**src/rtl/fup_pkg.sv**
```systemverilog
package fup_pkg;
   localparam logic [15:0] ADDR_ACCEPTOR = 16'h00F0;
   localparam logic [15:0] ADDR_CONTROL = 16'h00F1;
   localparam logic [15:0] ADDR_TARGET = 16'h00F2;
   localparam logic [15:0] ADDR_STATUS = 16'h00F4;
   localparam int CTL_TRIGGER = 0;
   localparam int CTL_CLK_LO = 3;
   localparam int CTL_CLK_HI = 4;
   localparam int CTL_AMP_OFF = 5;
   localparam logic [7:0] CONTROL_RESET = 8'h00;
   localparam logic [3:0] UNLOCK_FIRST = 4'h5;
   localparam logic [3:0] UNLOCK_SECOND = 4'hA;
   localparam logic [9:0] RAM_BASE = 10'h300;
   localparam int BLOCK_BYTES = 128;
   localparam int BLOCK_LSB = 7;
   localparam int CLK_HZ = 20_000_000;
   localparam int INHIBIT_MS = 20;
   localparam int INHIBIT_CYCLES = CLK_HZ / 1000 * INHIBIT_MS;
   localparam int ERASE_CYCLES = 64;
   typedef enum logic [2:0] {FUP_IDLE, FUP_GRACE, FUP_ERASE, FUP_WRITE, FUP_DONE} fup_state_e;
   typedef struct packed
   {
      logic req;
      logic [15:0] addr;
      logic [7:0] data;
      logic erase;
   } fup_flash_s;
endpackage

```
**src/rtl/fup_programmer.sv**
```systemverilog
// Added by the designer: strobed register access and the register offsets.
`timescale 1ns/1ps
`default_nettype none
module fup_programmer #(
   parameter int INHIBIT_COUNT = fup_pkg::INHIBIT_CYCLES
) (
   input wire logic clk_sys,
   input wire logic reset_n,
   input wire logic clk_en,
   input wire logic external_reset_pin,
   input wire logic supply_sense_reset,
   input wire logic [15:0] bus_addr,
   input wire logic [7:0] bus_wdata,
   input wire logic bus_wr,
   input wire logic bus_rd,
   output logic [7:0] bus_rdata,
   input wire logic insn_done,
   output logic cpu_hold,
   input wire logic irq_in,
   output logic irq_out,
   output logic [9:0] ram_addr,
   output logic ram_rd,
   input wire logic [7:0] ram_rdata,
   output fup_pkg::fup_flash_s flash_q,
   input wire logic flash_ready,
   output logic block_invalid
);
   fup_pkg::fup_state_e state_q;
   logic acceptor_q;
   logic [3:0] last_nibble_q;
   logic last_was_acc_q;
   logic trigger_q;
   logic [1:0] clk_sel_q;
   logic amp_off_q;
   logic [15:7] target_q;
   logic [22:0] inhibit_q;
   logic [3:0] div_q;
   logic [6:0] idx_q;
   logic [7:0] erase_q;
   logic pend_q;
   logic rd_pend_q;
   logic tick;
   logic wr_acc;
   logic wr_ctl;
   logic busy;
   logic start_ok;
   // programming ends immediately on the reset pin
   assign busy = (state_q != fup_pkg::FUP_IDLE);
   assign wr_acc = bus_wr && (bus_addr == fup_pkg::ADDR_ACCEPTOR);
   assign wr_ctl = bus_wr && (bus_addr == fup_pkg::ADDR_CONTROL);
   assign start_ok = (inhibit_q == 23'h00_0000);
   // transfer clock: sel 00 gives /16, then /8, /4, /2
   always_comb
   begin
      unique case (clk_sel_q)
         2'b00: tick = (div_q == 4'hF);
         2'b01: tick = (div_q[2:0] == 3'h7);
         2'b10: tick = (div_q[1:0] == 2'h3);
         default: tick = div_q[0];
      endcase
   end
   // free-running divider for the transfer clock
   always_ff @(posedge clk_sys or negedge reset_n)
   begin
      if (!reset_n)
         div_q <= 4'h0;
      else if (clk_en)
         div_q <= div_q + 4'h1;
   end
   // programming lockout after power-up and after a supply-sense reset
   always_ff @(posedge clk_sys or negedge reset_n)
   begin
      if (!reset_n)
         inhibit_q <= 23'(INHIBIT_COUNT);
      else if (clk_en)
      begin
         if (supply_sense_reset)
            inhibit_q <= 23'(INHIBIT_COUNT);
         else if (inhibit_q != 23'h00_0000)
            inhibit_q <= inhibit_q - 23'h00_0001;
      end
   end
   // power-on is the asynchronous reset: the lockout starts full, and the first cycle is refused too
   logic por_armed_q;
   always_ff @(posedge clk_sys or negedge reset_n)
   begin
      if (!reset_n)
         por_armed_q <= 1'b0;
      else if (clk_en)
         por_armed_q <= 1'b1;
   end
   // acceptor tracks n5H followed directly by nAH
   always_ff @(posedge clk_sys or negedge reset_n)
   begin
      if (!reset_n)
      begin
         acceptor_q <= 1'b0;
         last_nibble_q <= 4'h0;
         last_was_acc_q <= 1'b0;
      end
      else if (clk_en)
      begin
         if (external_reset_pin)
         begin
            acceptor_q <= 1'b0;
            last_was_acc_q <= 1'b0;
         end
         else if (state_q == fup_pkg::FUP_DONE)
            acceptor_q <= 1'b0;
         else if (bus_wr)
         begin
            last_was_acc_q <= wr_acc;
            last_nibble_q <= bus_wdata[3:0];
            if (wr_acc && last_was_acc_q && last_nibble_q == fup_pkg::UNLOCK_FIRST
                && bus_wdata[3:0] == fup_pkg::UNLOCK_SECOND)
               acceptor_q <= 1'b1;
         end
      end
   end
   // control and target address registers
   always_ff @(posedge clk_sys or negedge reset_n)
   begin
      if (!reset_n)
      begin
         trigger_q <= 1'b0;
         clk_sel_q <= 2'b00;
         amp_off_q <= 1'b0;
         target_q <= 9'h000;
      end
      else if (clk_en)
      begin
         if (external_reset_pin)
         begin
            trigger_q <= 1'b0;
            clk_sel_q <= 2'b00;
            amp_off_q <= 1'b0;
         end
         else if (state_q == fup_pkg::FUP_DONE)
            trigger_q <= 1'b0;
         else
         begin
            if (wr_ctl)
               amp_off_q <= bus_wdata[fup_pkg::CTL_AMP_OFF];
            // locked bits only land while armed and idle
            if (wr_ctl && acceptor_q && !busy)
            begin
               trigger_q <= bus_wdata[fup_pkg::CTL_TRIGGER] && start_ok && por_armed_q;
               clk_sel_q <= {bus_wdata[fup_pkg::CTL_CLK_HI], bus_wdata[fup_pkg::CTL_CLK_LO]};
            end
            if (bus_wr && bus_addr == fup_pkg::ADDR_TARGET && !busy)
               target_q <= bus_wdata[7:7] == 1'b1 ? {target_q[15:8], 1'b1} : {target_q[15:8], 1'b0};
            if (bus_wr && bus_addr == fup_pkg::ADDR_TARGET + 16'h0001 && !busy)
               target_q[15:8] <= bus_wdata;
         end
      end
   end
   // sequencer: grace instruction, erase, byte writes, done
   always_ff @(posedge clk_sys or negedge reset_n)
   begin
      if (!reset_n)
      begin
         state_q <= fup_pkg::FUP_IDLE;
         idx_q <= 7'h00;
         erase_q <= 8'h00;
         rd_pend_q <= 1'b0;
      end
      else if (clk_en)
      begin
         if (external_reset_pin)
            state_q <= fup_pkg::FUP_IDLE;
         else
         begin
            unique case (state_q)
               fup_pkg::FUP_IDLE:
                  if (trigger_q)
                     state_q <= fup_pkg::FUP_GRACE;
               fup_pkg::FUP_GRACE:
                  if (insn_done)
                  begin
                     state_q <= fup_pkg::FUP_ERASE;
                     erase_q <= 8'h00;
                  end
               fup_pkg::FUP_ERASE:
                  if (tick && flash_ready)
                  begin
                     erase_q <= erase_q + 8'h01;
                     if (erase_q == 8'(fup_pkg::ERASE_CYCLES - 1))
                     begin
                        state_q <= fup_pkg::FUP_WRITE;
                        idx_q <= 7'h00;
                        rd_pend_q <= 1'b0;
                     end
                  end
               fup_pkg::FUP_WRITE:
                  if (tick && flash_ready)
                  begin
                     rd_pend_q <= !rd_pend_q;
                     if (rd_pend_q)
                     begin
                        idx_q <= idx_q + 7'h01;
                        if (idx_q == 7'(fup_pkg::BLOCK_BYTES - 1))
                           state_q <= fup_pkg::FUP_DONE;
                     end
                  end
               fup_pkg::FUP_DONE:
                  state_q <= fup_pkg::FUP_IDLE;
               default:
                  state_q <= fup_pkg::FUP_IDLE;
            endcase
         end
      end
   end
   // flash and ram strobes, hold, interrupt gating, read port
   always_ff @(posedge clk_sys or negedge reset_n)
   begin
      if (!reset_n)
      begin
         flash_q <= '0;
         ram_addr <= 10'h000;
         ram_rd <= 1'b0;
         cpu_hold <= 1'b0;
         irq_out <= 1'b0;
         pend_q <= 1'b0;
         block_invalid <= 1'b0;
         bus_rdata <= 8'h00;
      end
      else if (clk_en)
      begin
         flash_q.req <= 1'b0;
         ram_rd <= 1'b0;
         flash_q.addr <= {target_q, 7'h00} | {9'h000, idx_q};
         // no strobe may leave on the abort edge, or the hold would drop under a live request
         if (state_q == fup_pkg::FUP_ERASE && tick && flash_ready && !external_reset_pin)
         begin
            flash_q.req <= 1'b1;
            flash_q.erase <= 1'b1;
         end
         if (state_q == fup_pkg::FUP_WRITE && tick && flash_ready && !external_reset_pin)
         begin
            if (!rd_pend_q)
            begin
               ram_addr <= fup_pkg::RAM_BASE + {3'h0, idx_q};
               ram_rd <= 1'b1;
            end
            else
            begin
               flash_q.req <= 1'b1;
               flash_q.erase <= 1'b0;
               flash_q.data <= ram_rdata;
            end
         end
         cpu_hold <= !external_reset_pin && (state_q == fup_pkg::FUP_ERASE || state_q == fup_pkg::FUP_WRITE
                     || (state_q == fup_pkg::FUP_GRACE && insn_done));
         // a request during the hold is latched, so a short pulse still reaches the cpu afterwards
         if (busy && state_q != fup_pkg::FUP_DONE)
            pend_q <= pend_q || irq_in;
         else
            pend_q <= 1'b0;
         irq_out <= (irq_in || pend_q) && !(busy && state_q != fup_pkg::FUP_DONE);
         if (external_reset_pin && (state_q == fup_pkg::FUP_ERASE || state_q == fup_pkg::FUP_WRITE))
            block_invalid <= 1'b1;
         else if (state_q == fup_pkg::FUP_DONE)
            block_invalid <= 1'b0;
         // registers read as ones, status reads own state
         if (bus_rd)
            bus_rdata <= (bus_addr == fup_pkg::ADDR_STATUS) ?
                         {3'h0, amp_off_q, block_invalid, !start_ok, acceptor_q, busy} : 8'hFF;
         else
            bus_rdata <= 8'h00;
      end
   end
endmodule // fup_programmer
`default_nettype wire
```
**config.mk**
```make
export PLATFORM = sky130hd
export DESIGN_NAME = fup_programmer
export DESIGN_NICKNAME = d
export VERILOG_FILES = /design/src/rtl/fup_pkg.sv /design/src/rtl/fup_programmer.sv
export SDC_FILE = /design/constraint.sdc
export NUM_CORES = 1
export LEC_CHECK = 0
export ABC_AREA = 1
export ABC_CLOCK_PERIOD_IN_PS = 2400
export BUFFER_PORTS_ARGS = -buffer_cell sky130_fd_sc_hd__buf_2
export CAP_MARGIN = 10
export CORE_UTILIZATION = 50
export DETAILED_ROUTE_END_ITERATION = 6
export GPL_TIMING_DRIVEN = 0
export PLACE_DENSITY = 0.72
export RECOVER_POWER = 25
export SKIP_CTS_REPAIR_TIMING = 1
export SLEW_MARGIN = 20
export SYNTH_ARGS = -nofsm -noshare
export SYNTH_HDL_FRONTEND = slang
export SYNTH_SLANG_ARGS = --single-unit
```
**constraint.sdc**
```tcl
create_clock -name clk_sys -period 2.4 [get_ports clk_sys]
set_clock_uncertainty 0.05 [all_clocks]
set_input_delay 0.12 -clock clk_sys [delete_from_list [all_inputs] [get_ports clk_sys]]
set_output_delay 0.12 -clock clk_sys [all_outputs]
set_load 0.01 [all_outputs]
```
Word-level counts from Yosys, hierarchy flattened:

Index checks and enable logic that the tools add are counted.

* $add $sub $neg: 5
* eq/ne operators: 32
* muxes and demuxes: 55
* bitwise logic cells: 4
* reduce and logical (&&, ||, !) cells: 64

Operators with widths (count)
* == test 16 x 8 -> 1 bit (second input constant): 5
* two-way mux 23 bit: 2
* two-way mux 8 bit: 5
* two-way mux 1 bit: 28
* two-way mux 7 bit: 4
* logical AND 1 bit: 25
* two-way mux 3 bit: 8
* inequality test 3 bit (second input constant): 8
* logical NOT 23 bit: 1
* nonzero test 23 bit: 1
* subtractor 23 x 1 -> 23 bit (second input constant): 1
* AND reduction 3 bit: 6
* OR 16 x 7 -> 16 bit: 1
* case mux 8 bit (2 select lines): 1
* case mux 7 bit (2 select lines): 1
* nonzero test 2 bit: 7
* inequality test 2 bit (second input constant): 6
* case mux 3 bit (4 select lines): 1
* AND reduction 4 bit: 3
* nonzero test 3 bit: 4
* adder 9 x 8 -> 10 bit (first input constant): 1
* adder 8 x 1 -> 8 bit (second input constant): 1
* == test 4 bit (second input constant): 2
* == test 8 x 6 -> 1 bit (second input constant): 1
* 22 further kinds: 37

* register bits: 115
* input port bits: 42
* output and inout bits: 48
* logic and storage cells: 186

Depth between registers and ports, before layout:

Gate-level depths: netlist (run 1).

* depth in word-level cells: 9
* depth in mapped cells: 13
* depth with buffers taken out: 13

Least setup slack after synthesis (run 1):

No wires, ideal clock.

* path kind: reg-to-reg
* from: reg div_q[0]
* to: reg erase_q[6]
* setup time: 126 ps
* arrival: 1573 ps
* data required time: 2224 ps
* setup slack: 651 ps
* cell stages (with the launch flop): 13
* path buffers: 0
* clock period less this slack: 1749 ps
* cells stage by stage: dfrtp_1 > ha_1 > ha_1 > inv_1 > nand2_1 > nand3_1 > nand2_1 > nand2_2 > nand2_1 > nand2_1 > inv_1 > nand3_1 > o21ai_0

* longest elaborated chain between the ends: 5
* elaborated cells between the ends (all ways): 7
* classes of those cells: eq/ne: 4; mux: 1; reduce/logical: 2

Ends and longest elaborated chain
* from (decl): RTL line fup_programmer.sv:37 `logic [3:0] div_q;`
* from (signal assigned): RTL line fup_programmer.sv:68 `div_q <= div_q + 4'h1;`
* == test 4 bit, or another cell as far along: RTL line fup_programmer.sv:56 `2'b00: tick = (div_q == 4'hF);`
* case mux 1 bit (3 select lines) *: RTL line fup_programmer.sv:55 `unique case (clk_sel_q)`
* logical AND 1 bit *: RTL line fup_programmer.sv:184 `if (tick && flash_ready)`
* inequality test 2 bit (no line) *
* AND reduction 5 bit (no line) *
* to (signal assigned): RTL line fup_programmer.sv:186 `erase_q <= erase_q + 8'h01;`
* to (decl): RTL line fup_programmer.sv:39 `logic [7:0] erase_q;`

Every way passes the cells marked *; elsewhere a longest branch is shown, timed or not.
A chain may end at the register's enable or synchronous reset.

Final worst setup path (run 1):

* from: reg div_q[0]
* to: reg flash_q[6] (netlist bit)

* longest elaborated chain between the ends: 6
* elaborated cells between the ends (all ways): 8
* classes of those cells: eq/ne: 3; mux: 1; reduce/logical: 4

Ends and longest elaborated chain
* == test 4 bit, or another cell as far along: RTL line fup_programmer.sv:56
* case mux 1 bit (3 select lines) *: RTL line fup_programmer.sv:55
* logical AND 1 bit * (3 in series): RTL line fup_programmer.sv:238 `if (state_q == fup_pkg::FUP_WRITE && tick && flash_ready && !external_reset_pin)`
* AND reduction 3 bit (no line) *
* to (decl): RTL line fup_programmer.sv:24 `output fup_pkg::fup_flash_s flash_q,`

Marks and branches as above.

==> results of run 1 <==
## cells in the mapped netlist
library cell               number
sky130_fd_sc_hd__inv_2          3
sky130_fd_sc_hd__o21a_1         1
sky130_fd_sc_hd__dfstp_2        6
sky130_fd_sc_hd__buf_2          5
sky130_fd_sc_hd__a21oi_1        8
sky130_fd_sc_hd__nor2_1        90
sky130_fd_sc_hd__and3_1         1
sky130_fd_sc_hd__o211ai_1       2
sky130_fd_sc_hd__a22o_1         1
sky130_fd_sc_hd__dfrtp_1      105
sky130_fd_sc_hd__buf_6          2
sky130_fd_sc_hd__buf_4          6
sky130_fd_sc_hd__nand4_1       13
sky130_fd_sc_hd__nand3_2        3
sky130_fd_sc_hd__or2_2          6
sky130_fd_sc_hd__xnor2_1        4
sky130_fd_sc_hd__nand2_1      277
sky130_fd_sc_hd__inv_1         63
sky130_fd_sc_hd__nand2_4        1
sky130_fd_sc_hd__clkbuf_1       7
sky130_fd_sc_hd__nor3_4         1
sky130_fd_sc_hd__conb_1         1
sky130_fd_sc_hd__o21ai_1        4
sky130_fd_sc_hd__nand2_2        2
sky130_fd_sc_hd__nor2_2         2
sky130_fd_sc_hd__nor3_1         9
sky130_fd_sc_hd__nand3_1       50
sky130_fd_sc_hd__xor2_1        18
sky130_fd_sc_hd__o21ai_0       47
sky130_fd_sc_hd__ha_1           6
## where the power goes
group / switching [mW] / leakage (nW) / internal, mW
clock: 0.700 / 0.0907 / 0.401
sequential: 0.175 / 1.46 / 2.07
combinational: 0.657 / 2.03 / 0.379
total: 1.53 / 3.57 / 2.85
## worst reg2reg max path, cell delays in order, from the launching register on
cell and delay [ps]:
sky130_fd_sc_hd__dfrtp_1 440, sky130_fd_sc_hd__ha_1 200, sky130_fd_sc_hd__ha_1 140, sky130_fd_sc_hd__inv_1 40, sky130_fd_sc_hd__nand2_1 40, sky130_fd_sc_hd__nand3_1 60
sky130_fd_sc_hd__nand2_1 120, sky130_fd_sc_hd__nand2_2 120, sky130_fd_sc_hd__nor2_2 150, sky130_fd_sc_hd__nand3_2 230, sky130_fd_sc_hd__inv_2 110, sky130_fd_sc_hd__buf_4 170
sky130_fd_sc_hd__nand2_1 60, sky130_fd_sc_hd__nand2_1 70
## final cells by class
cell class	instances	area, sq um
Clock inverter	7	68.8
Timing Repair Buffer	105	633
Sequential cell	111	2790
Buffer	20	119
Multi-Input combinational cell	547	2480
Tap cell	140	175
Clock buffer	9	124
Inverter	66	248
Fill cell	1001	4260
## metal layers
layer | part of all wire, % | vias up | wire length (microns)
met3 | 5.1 | 18 | 678
met2 | 48 | 136 | 6360
met1 | 45 | 2445 | 5990
met5 | 0 | - | 0
met4 | 1.6 | 0 | 210
li1 | - | 2564 | -
## state kept, by name (all words and copies together) (netlist names), 2 cells and up
name	cells
flash_q	26
inhibit_q	23
target_q	9
erase_q	8
ram_addr	8
idx_q	7
bus_rdata	6
div_q	4
last_nibble_q	4
state_q	3
clk_sel_q	2
## cell families (layout without fill, tap and decap cells)
logic type	count (synthesis)	count (layout)	share of synthesized area (%)
compound gates	63	63	5.80
simple gates	455	455	33.4
other cells	1	1	0.0666
buf+inv	86	207	6.51
xor+xnor	22	22	3.42
flops	111	111	49.5
fa+ha+maj	6	6	1.33
## how the worst min path moves through the flow
stage | slack, ps | startpoint | cells after the start | end
2_1_floorplan | -230 | reset_n | 0 | acceptor_q
3_3_place_gp | 260 | ram_rdata[2] | 3 | flash_q[3]
3_5_place_dp | 20 | reset_n | 1 | inhibit_q[19]
4_1_cts | -400 | reset_n | 1 | inhibit_q[19]
5_1_grt | 5 | bus_rd | 3 | bus_rdata[4]
6_report | 20 | bus_rd | 3 | bus_rdata[4]
## through the flow
step                      area, sq um  hold WS (ps)
after global routing             6630          5.10
after global placement           6240           264
final                            6630          20.1
after floorplan                  5630          -226
after CTS                        6470          -401
after detailed placement         6270          24.9
==> results.txt, run 1 <==
Count of pins over their slew limit: 0. After synthesis, the cell types taking the most area are sky130_fd_sc_hd__dfrtp_1 47%, sky130_fd_sc_hd__nand2_1 18%, sky130_fd_sc_hd__nor2_1 6.0%. After detailed routing, the number of remaining DRC violations is 9. The floorplan die width came out at 108 microns. After detailed placement, the design holds a cell count of 972.

CTS built an H-tree with a depth of 3. Of the cells placed in the final design, the portion with a size suffix greater than 1 is 16.3%. The tool flagged a number of max-cap violations equal to 0.

Pin placement for this block handled 90 I/O pins. The via count of the first global-routing pass is 4787, and the transition at the pin with the smallest max-transition slack is 1150 ps. In this run the worst path has a maximum fanout of 10. The worst register-to-register path begins at div_q[0]. The analysis attributes to cell leakage a power of 3.57 nW. The synthesized area divided by synthesized cell count was 7.57 sq um. Setup violations remaining at the end of the flow were counted as 0. Setup repair after global routing left no endpoint under its margin. For the final routed database, the setup TNS stands at 0 ps.

Headroom to the max-slew limit came out at 23.2%. The critical path goes through ha_1 -> ha_1 -> inv_1 -> nand2_1 -> nand3_1 -> nand2_1 -> nand2_2 -> nor2_2 -> nand3_2 -> inv_2 -> buf_4 -> nand2_1 -> nand2_1. The count of state elements after synthesis came out at 111.

The number of buffers on the longest clock path was 2. Clock tree synthesis selected as its root buffer the cell sky130_fd_sc_hd__clkbuf_8. Commonest non-fill, non-tap cell in the layout: sky130_fd_sc_hd__nand2_1. Measured on the finished design, the core utilization comes to 60.9%. After synthesis the cells add up to 5630 sq um.

The synthesized netlist contains 30 unique library cells. The number of logic stages on the critical path including buffering was 13; the setup slack of the critical path after layout was 342 ps. Fraction of synthesized cell area taken by the top area cell type: 46.7%. At the worst endpoint, the arrival time is 2330 ps. For this design the ratio of total power to cell area is 661 nW/um^2.

The die covers 11700 sq um. TritonCTS built the clock tree. For this configuration, the core starts out at a cell density of 51.7%.

The library cells used most frequently in the layout, excluding fill and tap cells, are 277 x sky130_fd_sc_hd__nand2_1, 105 x sky130_fd_sc_hd__dfrtp_1, 91 x sky130_fd_sc_hd__buf_2. The worst slack at placement was 351 ps; the global routing met3 resource utilization was 3.56%. STA classifies the critical path startpoint as a register.

The final layout contains 908 nets. The initial antenna violation count is 0, and the average via count per standard cell is 5.14. Clock tree synthesis inserted a total of 9 buffers. The number of cell rows came out at 38. The most prevalent standard cell on the critical path was sky130_fd_sc_hd__nand2_1.

The most critical setup path has its endpoint at flash_q[6]. The finished layout holds 1005 standard cells, fillers aside. The area overhead of the layout relative to synthesis was 17.8%; the clock period minus worst slack was 2060 ps.

From bottom edge to top edge, the die measures 108 microns. Clock-pin slew was measured on the worst setup and hold paths at 110 ps. Half-perimeter wire length after detailed placement: 9650 microns. The global routing stage identified its most utilized layer as met2. The slowest stage of the critical path is the sky130_fd_sc_hd__dfrtp_1 cell.

The min-delay analysis places its worst path in the category input port to register. Across all layers, the routed design uses 5163 vias. The first TritonRoute pass finished after 7 iterations. The total power draw is 4.38 mW, and the antenna violation net count after detailed routing is 0. The total of warnings raised by yosys is 0. In the global route stage, met1 resource usage came out at 31.6%.

The net count of the mapped netlist was 792; the total overflow reported by the global router was 0. The number of clock sinks was 111. The origin of the worst setup path was div_q[0].

The checks that failed: DRC. Across every metal layer, demand over resource in global routing totals 23.6%. The post-route fraction of the period consumed by the critical path is 85.8%, and the number of cells on the worst reg-to-reg path is 13.

The average wire length per cell after detail routing works out to 13.2 microns. During placement, the flow inserted port buffers numbering 87. Register-to-register path setup slack: 340 ps. For the worst setup path, the data required time is 2670 ps. The wire length of the first global-routing pass is 21700 microns. The worst setup path is of the register to register kind. Cell type group with the largest total delay on the critical path: simple AND/OR/NAND/NOR gates. The flow ran to the end, but the final reports show violations. The synthesized design spends more area on one cell type than any other, namely sky130_fd_sc_hd__dfrtp_1.

For this block, the routed nets add up to 13200 microns of wire. The fraction of the yosys area taken by sequential cells was 49.5%. The final count of hold timing violations was 0; the diode insertion count for antenna repair was 0.

The congestion estimate from routability-driven global placement came to 0.913. The core region is 10900 sq um. The clock latency at the later pin of the worst-skew pair is 390 ps. For this run, the top clock speed supported by timing is 486 MHz. The endpoint identified for the worst register-to-register timing path is flash_q[6]. For the maximum vdd ir drop, the log shows 0.340 mV. The critical path capture point type was a register. The run gives 744 as the post-synthesis instance total. The run gives 69 as the maximum number of pins on one net before global-route repair. The initial DRC count was 274; the routing usage on met2 was 38.9%. In this design, the stage delay of the slowest critical-path cell is 440 ps. The number of buffers and inverters on the critical path is 3.
(Power assumes the default switching activity.)
==> run 2: changes to the inputs <==
- ABC_CLOCK_PERIOD_IN_PS: 2400 -> 2000
- clock period: 2.4 -> 2 ns (I/O delays scaled with it)
==> run 2 against run 1 <==
  * The run now ends clean
  * Clock power is 20% higher
  * Cell area increased by 1.3%
  * Global-route usage unchanged
  * Critical endpoint is now idx_q[5]
  * Cell count up 0.70%
  * Sequential power up 19%
  * Critical path type unchanged
  * Largest cell class unchanged
  * Count of clock-buffer cells in the layout unchanged
  * Via count grew 0.25%
  * Highest routed layer unchanged
  * Combinational power grew 25%
  * Flip-flop and latch count did not move
  * Critical path depth decreased by 4
==> results.txt, run 2 (synthesis gave the netlist of run 1 again) <==
The setup TNS after final layout was 0 ps (unchanged). The number of cells on the worst reg-to-reg path works out to 9 (-4). Data required time at the worst endpoint: 2290 ps (-380 ps).

The starting density of the core is 51.7% (unchanged). The tools report the relative slew slack as 27.9% (+4.6 points). Setup repair after global routing left no endpoint under its margin. The worst hold path terminates at state_q[0]. Cell depth of the worst hold path: 4 (+1). The tools report the maximum number of pins on one net before global-route repair as 69 (unchanged). The floorplan die width is 108 microns (unchanged), and the average via count per standard cell is 5.11 (-0.44%). The diode insertion count for antenna repair is 0 (unchanged). In this run the critical register-to-register path is launched from state_q[1]. The initial antenna violation count is 0 (unchanged). The worst hold path belongs to the class input port to register. The critical path capture point type is a register. The post-route fraction of the period consumed by the critical path came out at 91.8% (+6.0 points). TritonCTS built the clock tree. The via count is 5176 (+0.25%).

The initial DRC count was 287 (+4.7%); the clock period minus worst slack was 1840 ps (-223 ps). In this run the critical register-to-register path is captured at idx_q[5]. The number of cell rows came out at 38 (unchanged).

The run gives 61.7% (+0.80 points) as the post-layout utilization of the core. The largest registers in the layout are flash_q (26), inhibit_q (23), target_q (9). Relative to the synthesized area, the layout overhead comes to 19.3%.

The tools report the data arrival time at the worst-slack endpoint as 2120 ps (-210 ps). The number of remaining DRC errors is 0 (-9). The logs give 9650 microns (unchanged) for the half-perimeter wire length after detailed placement and 160 ps (-180 ps) for the register-to-register path setup slack. Core footprint: 10900 sq um (unchanged). The worst setup path is of the register to register kind. Static power due to leakage: 3.61 nW (+1.1%). The number of buffers created by CTS came out at 9 (unchanged). The maximum net fanout on the critical path works out to 6 (-4).

The tools report the setup slack of the critical path after layout as 164 ps (-177 ps). The library cells used most frequently in the layout, excluding fill and tap cells, are 275 x sky130_fd_sc_hd__nand2_1, 105 x sky130_fd_sc_hd__dfrtp_1, 91 x sky130_fd_sc_hd__buf_2. The run gives 915 (+0.77%) as the number of nets in the finished design.

The die height is 108 microns (unchanged), and the die area is 11700 sq um (unchanged). The run finished with clean final reports. The count of H-tree levels built during CTS came out at 3 (unchanged).

Register with the most flip-flops: flash_q. The logs give 545 MHz (+12%) for the highest achievable clock rate and 2 (unchanged) for the number of buffers on the longest clock path. The tools report the clock latency at the later pin of the worst-skew pair as 390 ps (about the same). The total power per unit cell area is 790 nW/um^2 (+20%). The run gives 0 (unchanged) as the final count of hold timing violations.

The run gives 6270 sq um (unchanged) as the total cell area at the placement stage. Final instance area: 6720 sq um (+1.3%). The antenna violation net count after detailed routing was 0 (unchanged). The overall track demand over capacity in global routing is 23.6% (unchanged), and the wire length of the first global-routing pass is 21700 microns (unchanged). The tree is rooted in a sky130_fd_sc_hd__clkbuf_8. Startpoint of the most critical hold path: external_reset_pin. The library cell used most frequently in the layout, excluding fill and tap cells, is sky130_fd_sc_hd__nand2_1. The first-pass iteration count of the detailed router came out at 7 (unchanged). For the boundary pin count, the log shows 90 (unchanged).

The maximum vdd ir drop came out at 0.406 mV (+19%). Worst slack at placement: -49.1 ps (-400 ps). The tools report the category of the worst setup path launch point as a register.

The fraction of layout cells with a size suffix above 1 was 17.2% (+0.90 points); the weighted congestion reported at the end of routability-driven placement was 0.913 (unchanged). The run gives 4787 (unchanged) as the via count of the first global-routing pass. The total overflow reported by the global router came out at 0 (unchanged). The total detailed-routing wirelength came out at 13400 microns (+1.1%).

For the count of pins over their slew limit, the log shows 0 (unchanged). The clock transition at the register clock pins on the worst setup and hold paths after CTS was 110 ps (about the same). The max-cap check violation count was 0 (unchanged); the flip-flop count of the largest register after layout was 26 (unchanged). Number of clock sinks: 111 (unchanged). The number of buffer cells added on primary ports was 87 (unchanged); the average wire length per cell after detail routing was 13.2 microns (+0.45%). The transition at the pin with the smallest max-transition slack came out at 1080 ps (-69.3 ps). The total setup violations reported at the end of the flow came out at 0 (unchanged).
[run 2: cell count changes in the layout (fill, tap and decap cells not counted), sizes merged]
| cell | delta |
|---|---|
| clkbuf | +1 |
| buf | +5 |
| dlygate4sd3 | +1 |
[run 2: per-layer routing]
layer,global-route usage [%],share of wire (%),vias up
met1,31.6,46,2457
li1,-,-,2574
met3,3.56,4.5,18
met2,38.9,48,127
met5,0,0,-
met4,8.81,1.6,0
[run 2: worst max path at each step]
| stage | start | to | slack [ps] | cells after the start |
|---|---|---|---|---|
| 6_report | state_q[1] | idx_q[5] | 160 | 9 |
| 5_1_grt | reset_n | flash_q[15] | 5 | 3 |
| 3_5_place_dp | div_q[0] | flash_q[6] | -50 | 13 |
| 3_3_place_gp | reset_n | ram_addr[2] | -490 | 1 |
| 2_1_floorplan | div_q[0] | erase_q[6] | 250 | 12 |
| 4_1_cts | div_q[0] | flash_q[6] | -90 | 13 |
[run 2: stage by stage]
stage          total power [mW]  cells  hold slack [ps]
2_1_floorplan              3.54    744             -246
3_3_place_gp               3.89    971              244
3_5_place_dp               3.94    972             4.91
4_1_cts                    5.26    988             -421
5_1_grt                    5.65   1012             22.3
6_report                   5.31   1012             15.6
[run 2: power by group]
group          switching [mW]  internal (mW)
clock                   0.840          0.481
sequential              0.201           2.48
combinational           0.826          0.479
[run 2: worst max-delay path: stages, from the launching register on]
cell and delay [ps]:
sky130_fd_sc_hd__dfrtp_1 460, sky130_fd_sc_hd__nand2_1 80, sky130_fd_sc_hd__nor2_1 190, sky130_fd_sc_hd__inv_1 150, sky130_fd_sc_hd__nand2_1 170, sky130_fd_sc_hd__nand2_2 90
sky130_fd_sc_hd__nor3_4 260, sky130_fd_sc_hd__buf_4 180, sky130_fd_sc_hd__nand3_1 70, sky130_fd_sc_hd__nand2_1 80
[run 2: cell type report]
cell class | count | area, sq um
Clock buffer | 9 | 124
Buffer | 20 | 119
Tap cell | 140 | 175
Clock inverter | 7 | 68.8
Inverter | 66 | 248
Multi-Input combinational cell | 547 | 2520
Timing Repair Buffer | 112 | 681
Sequential cell | 111 | 2790
Fill cell | 980 | 4170
